### config.mk
export PLATFORM = sky130hd
export DESIGN_NAME = cios_top
export DESIGN_NICKNAME = d
export VERILOG_FILES = /design/src/rtl/cios_top.v
export VERILOG_INCLUDE_DIRS = /design/src /design/src/rtl
export SDC_FILE = /design/constraint.sdc
export NUM_CORES = 2
export LEC_CHECK = 0
export BUFFER_PORTS_ARGS = -buffer_cell sky130_fd_sc_hd__buf_2
export CORE_AREA = 2 2 492 494
export DETAILED_ROUTE_END_ITERATION = 12
export DIE_AREA = 0 0 494 496
export GPL_TIMING_DRIVEN = 0
export PLACE_DENSITY = 0.59
export SKIP_CTS_REPAIR_TIMING = 1
export SYNTH_ARGS = -nofsm -noshare
export SYNTH_HDL_FRONTEND = slang
export SYNTH_SLANG_ARGS = --single-unit
### constraint.sdc
create_clock -name clk_sys -period 7.6 [get_ports clk_sys]
set_input_delay 0.38 -clock clk_sys [delete_from_list [all_inputs] [get_ports clk_sys]]
set_output_delay 0.38 -clock clk_sys [all_outputs]
set_load 0.05 [all_outputs]
### src/rtl/cios_defs.vh
// Constants for the configurable I/O subdevice select block
`ifndef CIOS_DEFS_VH
`define CIOS_DEFS_VH
`define CIOS_CFG_PLAIN      1'b0
`define CIOS_CFG_ALT        1'b1
`define CIOS_CFG_RESET      1'b0
`define CIOS_NCH            8
`define CIOS_NPORT          16
`define CIOS_MODE_CHANGE    1'b0
`define CIOS_MODE_COMPARE   1'b1
`define CIOS_IRQ_MIN_NS     100000
`define CIOS_CLK_NS         20
`define CIOS_IRQ_GAP_CYC    (`CIOS_IRQ_MIN_NS / `CIOS_CLK_NS)
`define CIOS_FREQ_MAX_KHZ   300
`define CIOS_PULSE_MAX_KHZ  3
`endif

### src/rtl/cios_top.v
// Subdevice configuration select, frequency channels, output protection and pattern events
// How it works
// Alternative input config gives eight channels measuring period and high time.
// Alternative output config gives eight channels generating programmable rectangular waves.
// Configuration saved to non-volatile store, reloaded at restart, default plain.
// Host changes configuration only before the application starts.
// Channels not used by frequency functions are unavailable for digital use.
// Unused upper outputs float with sink drivers, drive ground with source drivers.
// Each source-driven port raises an interrupt on overload.
// A source-driven port with missing ground is disabled entirely.
// Pattern change or compare events on inputs interrupt the host, up to 10 kHz.
// One selector per subdevice routes pins to plain or frequency path.
`include "cios_defs.vh"
module cios_top #(
  parameter NCH = `CIOS_NCH,
  parameter NP  = `CIOS_NPORT,
  parameter CW  = 32,
  parameter IRQ_GAP = `CIOS_IRQ_GAP_CYC
)(
  // Clock and reset
  input  wire              clk_sys,
  input  wire              arst_n,
  // Non-volatile configuration store
  input  wire              nv_valid,
  input  wire              nv_in_cfg,
  input  wire              nv_out_cfg,
  output reg               nv_wr_reg,
  output reg               nv_in_cfg_reg,
  output reg               nv_out_cfg_reg,
  // Host configuration control
  input  wire              cfg_wr,
  input  wire              cfg_in_sel,
  input  wire              cfg_out_sel,
  input  wire              app_running,
  output reg               in_alt_reg,
  output reg               out_alt_reg,
  // Input pins
  input  wire [NP-1:0]     din_pin,
  output reg  [NP-1:0]     din_val_reg,
  // Frequency measurement results
  output reg  [NCH*CW-1:0] fm_period_reg,
  output reg  [NCH*CW-1:0] fm_high_reg,
  output reg  [NCH-1:0]    fm_done_reg,
  // Pulse generator setup
  input  wire [NCH*CW-1:0] pg_period,
  input  wire [NCH*CW-1:0] pg_high,
  input  wire [NCH-1:0]    pg_start_low,
  input  wire [NCH-1:0]    pg_enable,
  // Plain outputs and driver control
  input  wire [NP-1:0]     dout_val,
  input  wire [1:0]        src_sel,
  input  wire [1:0]        port_hiz,
  input  wire [1:0]        gnd_ok_pin,
  input  wire [1:0]        ovl_pin,
  output reg  [NP-1:0]     dout_pin_reg,
  output reg  [NP-1:0]     dout_oe_reg,
  output reg  [1:0]        ovl_irq_reg,
  // Pattern event control
  input  wire              pat_en,
  input  wire              pat_mode,
  input  wire [2*NP-1:0]   pat_edge_mask,
  input  wire [NP-1:0]     pat_cmp_mask,
  input  wire [NP-1:0]     pat_ref,
  output reg               pat_irq_reg,
  output reg  [2*NP-1:0]   pat_status_reg
);
  // ==========================================================
  // Input synchronisers
  reg  [NP-1:0] din_s1_reg, din_s2_reg, din_prev_reg;
  reg  [1:0]    gnd_s1_reg, gnd_s2_reg, ovl_s1_reg, ovl_s2_reg, ovl_prev_reg;
  always @(posedge clk_sys or negedge arst_n)
  begin
    if (!arst_n)
    begin
      din_s1_reg   <= {NP{1'b0}};
      din_s2_reg   <= {NP{1'b0}};
      din_prev_reg <= {NP{1'b0}};
      gnd_s1_reg   <= 2'h0;
      gnd_s2_reg   <= 2'h0;
      ovl_s1_reg   <= 2'h0;
      ovl_s2_reg   <= 2'h0;
      ovl_prev_reg <= 2'h0;
    end
    else
    begin
      din_s1_reg   <= din_pin;
      din_s2_reg   <= din_s1_reg;
      din_prev_reg <= din_s2_reg;
      gnd_s1_reg   <= gnd_ok_pin;
      gnd_s2_reg   <= gnd_s1_reg;
      ovl_s1_reg   <= ovl_pin;
      ovl_s2_reg   <= ovl_s1_reg;
      ovl_prev_reg <= ovl_s2_reg;
    end
  end

  // ==========================================================
  // Configuration selectors
  // Store contents arrive after reset; caught by clock, never by the reset itself
  reg loaded_reg;
  always @(posedge clk_sys or negedge arst_n)
  begin
    if (!arst_n)
    begin
      in_alt_reg     <= `CIOS_CFG_RESET;
      out_alt_reg    <= `CIOS_CFG_RESET;
      loaded_reg     <= 1'b0;
      nv_wr_reg      <= 1'b0;
      nv_in_cfg_reg  <= `CIOS_CFG_RESET;
      nv_out_cfg_reg <= `CIOS_CFG_RESET;
    end
    else
    begin
      nv_wr_reg <= 1'b0;
      if (!loaded_reg && nv_valid)
      begin
        in_alt_reg  <= nv_in_cfg;
        out_alt_reg <= nv_out_cfg;
        loaded_reg  <= 1'b1;
      end
      else if (loaded_reg && cfg_wr && !app_running)
      begin
        in_alt_reg     <= cfg_in_sel;
        out_alt_reg    <= cfg_out_sel;
        nv_wr_reg      <= 1'b1;
        nv_in_cfg_reg  <= cfg_in_sel;
        nv_out_cfg_reg <= cfg_out_sel;
      end
    end
  end

  // ==========================================================
  // Frequency measurement and pulse generation
  reg [CW-1:0] fm_cnt_reg  [0:NCH-1];
  reg [CW-1:0] fm_hi_reg   [0:NCH-1];
  reg [NCH-1:0] fm_arm_reg;
  reg [CW-1:0] pg_cnt_reg  [0:NCH-1];
  reg [NCH-1:0] pg_out_reg;
  integer i;
  always @(posedge clk_sys or negedge arst_n)
  begin
    if (!arst_n)
    begin
      fm_arm_reg    <= {NCH{1'b0}};
      fm_done_reg   <= {NCH{1'b0}};
      fm_period_reg <= {NCH*CW{1'b0}};
      fm_high_reg   <= {NCH*CW{1'b0}};
      pg_out_reg    <= {NCH{1'b0}};
      for (i = 0; i < NCH; i = i + 1)
      begin
        fm_cnt_reg[i] <= {CW{1'b0}};
        fm_hi_reg[i]  <= {CW{1'b0}};
        pg_cnt_reg[i] <= {CW{1'b0}};
      end
    end
    else
    begin
      fm_done_reg <= {NCH{1'b0}};
      for (i = 0; i < NCH; i = i + 1)
      begin
        // Measurement runs rising edge to rising edge
        if (!in_alt_reg)
          fm_arm_reg[i] <= 1'b0;
        else if (din_s2_reg[i] && !din_prev_reg[i])
        begin
          if (fm_arm_reg[i])
          begin
            fm_period_reg[i*CW +: CW] <= fm_cnt_reg[i];
            fm_high_reg[i*CW +: CW]   <= fm_hi_reg[i];
            fm_done_reg[i]            <= 1'b1;
          end
          fm_arm_reg[i] <= 1'b1;
          fm_cnt_reg[i] <= {{(CW-1){1'b0}}, 1'b1};
          fm_hi_reg[i]  <= {{(CW-1){1'b0}}, 1'b1};
        end
        else
        begin
          fm_cnt_reg[i] <= fm_cnt_reg[i] + 1'b1;
          if (din_s2_reg[i])
            fm_hi_reg[i] <= fm_hi_reg[i] + 1'b1;
        end
        // Generator: first phase for pg_high ticks, then second phase
        if (!out_alt_reg || !pg_enable[i])
        begin
          pg_cnt_reg[i] <= {CW{1'b0}};
          pg_out_reg[i] <= 1'b0;
        end
        else
        begin
          if (pg_cnt_reg[i] + 1'b1 >= pg_period[i*CW +: CW])
            pg_cnt_reg[i] <= {CW{1'b0}};
          else
            pg_cnt_reg[i] <= pg_cnt_reg[i] + 1'b1;
          pg_out_reg[i] <= (pg_cnt_reg[i] < pg_high[i*CW +: CW]) ^ pg_start_low[i];
        end
      end
    end
  end

  // ==========================================================
  // Output drive, port protection, overload events
  reg [NP-1:0] drv_val, drv_oe;
  integer p;
  always @*
  begin
    drv_val = out_alt_reg ? {{(NP-NCH){1'b0}}, pg_out_reg} : dout_val;
    drv_oe  = {NP{1'b1}};
    for (p = 0; p < 2; p = p + 1)
    begin
      if (port_hiz[p] || (src_sel[p] && !gnd_s2_reg[p]))
        drv_oe[p*8 +: 8] = 8'h00;
      // Sink: upper outputs float; source: drive ground
      if (out_alt_reg && p == 1 && !src_sel[p])
        drv_oe[p*8 +: 8] = 8'h00;
    end
  end

  always @(posedge clk_sys or negedge arst_n)
  begin
    if (!arst_n)
    begin
      dout_pin_reg <= {NP{1'b0}};
      dout_oe_reg  <= {NP{1'b0}};
      ovl_irq_reg  <= 2'h0;
      din_val_reg  <= {NP{1'b0}};
    end
    else
    begin
      dout_pin_reg <= drv_val;
      dout_oe_reg  <= drv_oe;
      ovl_irq_reg  <= src_sel & ovl_s2_reg & ~ovl_prev_reg;
      // Frequency inputs hide the shared pins from the plain path
      din_val_reg  <= in_alt_reg ? {NP{1'b0}} : din_s2_reg;
    end
  end

  // ==========================================================
  // Pattern change / compare events
  wire [NP-1:0] rise = din_s2_reg & ~din_prev_reg;
  wire [NP-1:0] fall = ~din_s2_reg & din_prev_reg;
  wire [2*NP-1:0] hit = {rise, fall} & pat_edge_mask;
  wire cmp_now  = ((din_s2_reg ^ pat_ref) & pat_cmp_mask) == {NP{1'b0}};
  wire cmp_prev = ((din_prev_reg ^ pat_ref) & pat_cmp_mask) == {NP{1'b0}};
  wire pat_evt  = pat_mode ? (cmp_now != cmp_prev) : (|hit);
  // Minimum spacing caps event rate at the supported 10 kHz
  reg [31:0] gap_reg;
  always @(posedge clk_sys or negedge arst_n)
  begin
    if (!arst_n)
    begin
      gap_reg        <= 32'h0;
      pat_irq_reg    <= 1'b0;
      pat_status_reg <= {2*NP{1'b0}};
    end
    else
    begin
      pat_irq_reg <= 1'b0;
      if (gap_reg != 32'h0)
        gap_reg <= gap_reg - 32'h1;
      if (pat_en && !in_alt_reg && pat_evt && gap_reg == 32'h0)
      begin
        pat_irq_reg    <= 1'b1;
        pat_status_reg <= pat_mode ? {2*NP{1'b0}} : hit;
        gap_reg        <= IRQ_GAP;
      end
    end
  end
endmodule

==> run summary <==
The clock reaches the later pin of the worst-skew pair after 860 ps. First-pass GRT wire length: 400,000 µm. Ranked by total cell area, the synthesized netlist is headed by sky130_fd_sc_hd__dfrtp_1 49%, sky130_fd_sc_hd__ha_1 8.8%, sky130_fd_sc_hd__mux2_2 7.5%, sky130_fd_sc_hd__xor2_1 4.7%, sky130_fd_sc_hd__nor2_1 3.0%. The classification of the worst-slack hold path was in -> async.

The tightest hold path in the finished design has a slack of 48.32 ps. The count of final max-slew check failures is 0, and the average wire length per cell after detail routing is 22.90 µm. The peak per-stage delay on the critical path was 1050 ps. The worst path in the final design needs a cycle of 6145 ps, including I/O delays and setup.

Entering global routing, the biggest net connects 162 pins. The run gives 35,610 µm² as the area of the multi-input gates. By area, the combinational part of the netlist is dominated by simple AND/OR/NAND/NOR gates.

After detailed routing, the total wire length is 277,300 µm. The tools report the count of final hold-check violations as 0. The worst register-to-register path has a depth of 10. In the synthesized netlist, the cells that appear most often are 1,469 x sky130_fd_sc_hd__dfrtp_1, 598 x sky130_fd_sc_hd__nor2_1, 570 x sky130_fd_sc_hd__inv_1, 529 x sky130_fd_sc_hd__ha_1, 501 x sky130_fd_sc_hd__mux2_2. At the pin with the least slew margin, the transition time is 1376 ps.

TritonCTS built the clock tree. The tools report the clock root buffer as sky130_fd_sc_hd__clkbuf_16. The height of the chip works out to 496 µm. Buffers inserted during clock tree synthesis total 173.

Total power per unit cell area: 213.9 nW/µm². The floorplan step defined a core boundary enclosing 239,600 µm². The tools report the worst-case vdd ir drop as 0.0002029 V.

The overall fraction of global-route tracks in use is 0.2201, and the proportion of netlist area held by the largest area contributor is 0.4880. The signal on the critical path passes through buf_12 > clkbuf_2 > clkbuf_2 > clkbuf_2 > clkbuf_2 > clkbuf_1 > buf_2 > buf_16 > nor2_1 > a21oi_1. Max-cap violations in this run came to 0. The final antenna-violating net count is 0, and the area of all sequential standard cells is 36,760 µm².

The area fraction in and, or, nand and nor cells after synthesis is 0.1609. Across the routed clock network, the largest skew measured is 62.91 ps. The critical path in this run is classified as reg -> reg. Synthesis produced 7,204 cells. The via count of the first global-routing pass came out at 59,800. At the worst endpoint, the arrival time is 6880 ps.

Among all flip-flop cells after synthesis, the most frequent one is sky130_fd_sc_hd__dfrtp_1. Data on the critical path is required at its endpoint by 8340 ps. The flow ran to the end, and the final reports show no timing, DRC or antenna violations. Based on the critical path, the design can be clocked at up to 162.7 MHz.

The async set-reset flop share out of synthesis is 1.000, and the number of flops mapped to enable cells by yosys is 0. Setup total negative slack on the finished layout was measured at 0 ps. Initial antenna violation count: 58. The final layout contains 9,923 nets. The total number of vias was 60,310.

The fraction of the mapped netlist area in adder cells is 0.08786, and the final number of setup-violating endpoints is 0. For this block, the initial DRC count from the detailed router was 3,948. Before antenna repair, the detailed router went through 5 iterations. The run gives 180 as the floorplan row count.

The floorplan die area was 245,000 µm². At the end of routability-driven placement, the weighted congestion stood at 0.9348. The post-synthesis average cell area is 10.46 µm², and the I/O pin total is 1,251.

Synthesis produced a netlist with a net count of 8,376. The tools report the remaining design rule violation count as 0. On the critical path, the stage with the largest delay is an instance of sky130_fd_sc_hd__clkbuf_1. The cell area that synthesis handed to floorplanning was 75,330 µm². In the routed layout, each cell is associated on average with a via count of 4.980. Maximum number of buffers from clock root to sink: 3. The part of the cycle the worst path needs is 0.8086. The tools report the number of different library cells in the post-synthesis netlist as 62. Summed over all instances, the cell type with the most area after synthesis is sky130_fd_sc_hd__dfrtp_1.

The cell type with the highest occurrence count on the critical path was sky130_fd_sc_hd__clkbuf_2. The HPWL after detailed placement came out at 223,300 µm. The area share of xor/xnor cells in the synthesized design is 0.07569, and the count of port buffers added during placement is 1,250. The post-synthesis compound-gate area fraction was 0.07293; the sequential share of the synthesized area was 0.4880.

In this run the critical register-to-register path is captured at fm_cnt_reg[0]. The area overhead of the layout relative to synthesis works out to 24.16%. The worst-case headroom to the max-slew limit came out at 0.08274. CTS built an H-tree with a depth of 4. Layout cell share with drive strength beyond 1: 0.2394.

After synthesis the netlist holds a flip-flop and latch count of 1,469. The run gives 1,469 as the clock sink count. STA classifies the critical path startpoint as a flop.

Among all cell types in the netlist, the one instantiated most often is sky130_fd_sc_hd__dfrtp_1. Setup slack on the worst reg-to-reg path comes out at 1450 ps. After filler insertion, the fill cell instance count of the layout stands at 23,610. Clock-pin slew was measured on the worst setup and hold paths at 60 ps. Setup repair after global routing left no endpoint under its margin. During synthesis, Yosys emitted a total of 0 warnings. The tools report the effective utilization at floorplan as 0.3144. The horizontal die dimension was 494 µm. The tools report the type of element capturing the critical path as a flop. The cell leakage power was 50.56 nW. Global routing finished with a remaining overflow of 0.

The startpoint identified for the worst register-to-register timing path is in_alt_reg. The mux contribution to synthesized area was 0.07529; the highest net fanout along the worst path was 11.
-- cell families after synthesis --
family	after synthesis
muxes	504
xor gates and xnor gates	651
buffers and inverters	771
DFF	1469
adders and majority gates	529
AOI/OAI and AO/OA	875
and+or+nand+nor	2405
-- cell usage in the layout, fill, tap and decap left out, types with 179 or more instances in the layout --
master	netlist	final
sky130_fd_sc_hd__a21o_1	183	183
sky130_fd_sc_hd__o21ai_0	268	268
sky130_fd_sc_hd__and3_1	251	251
sky130_fd_sc_hd__ha_1	529	529
sky130_fd_sc_hd__xnor2_1	244	244
sky130_fd_sc_hd__dfrtp_1	1469	1468
sky130_fd_sc_hd__nand3_1	310	310
sky130_fd_sc_hd__nand2_1	497	497
sky130_fd_sc_hd__inv_1	570	570
sky130_fd_sc_hd__buf_2	0	1253
sky130_fd_sc_hd__nor2_1	598	598
sky130_fd_sc_hd__a21oi_1	179	179
sky130_fd_sc_hd__mux2_2	501	501
sky130_fd_sc_hd__xor2_1	407	407
sky130_fd_sc_hd__nor2b_1	213	213
sky130_fd_sc_hd__nand4_1	192	192
-- worst max path at each step --
stage                   startpoint                to  slack [ps]
floorplan           pg_cnt_reg[41]    pg_cnt_reg[49]        4010
global route            in_alt_reg     fm_cnt_reg[0]        1390
finish                  in_alt_reg     fm_cnt_reg[0]        1450
global placement            arst_n  fm_high_reg[181]      -27460
CTS                     in_alt_reg     fm_cnt_reg[0]        1280
detailed placement      in_alt_reg     fm_cnt_reg[0]        1320
-- per-layer routing --
layer,global-route usage,share of wire,vias to the layer above
met5,0,0.00054,-
met4,0.1088,0.054,22
met3,0.06530,0.082,416
met2,0.3624,0.47,1957
met1,0.2613,0.39,29970
li1,-,-,27940
-- area by class of cell --
cell class | instances | share of cell area
well taps | 3185 | 0.04261
inverters | 570 | 0.02287
plain buffers | 201 | 0.009163
clock inverters | 75 | 0.01351
diodes | 32 | 0.0008561
repair buffers | 1372 | 0.08348
flip-flops and latches | 1469 | 0.3930
multi-input cells | 4964 | 0.3807
clock buffers | 242 | 0.05376
-- where the power goes --
part	total, mW	switching (mW)	internal, mW	leakage (nW)
sequential	8.43	0.309	8.13	20.1
clock	9.06	3.67	5.39	3.06
combinational	2.51	1.78	0.731	27.4
-- stage by stage --
stage	power, mW	worst slack, ps	cell area, µm²	utilization	instances
after floorplan	9.755	4011	75330	-	7204
after global routing	20.80	1385	93460	0.3900	12080
after detailed placement	11.08	1320	86160	0.3596	11660
final	20.01	1455	93530	0.3903	12110
after CTS	20.23	1280	92450	0.3858	11980
after global placement	10.99	-27460	85570	0.3571	11640
-- worst max-delay path, delay by kind of cell (launching register included) --
family | cells | cell delay (ps)
buffers and inverters | 8 | 5040
AO/OA/AOI/OAI | 1 | 110
AND/OR/NAND/NOR | 1 | 60
flip-flops | 1 | 610
(Power assumes the default switching activity.)
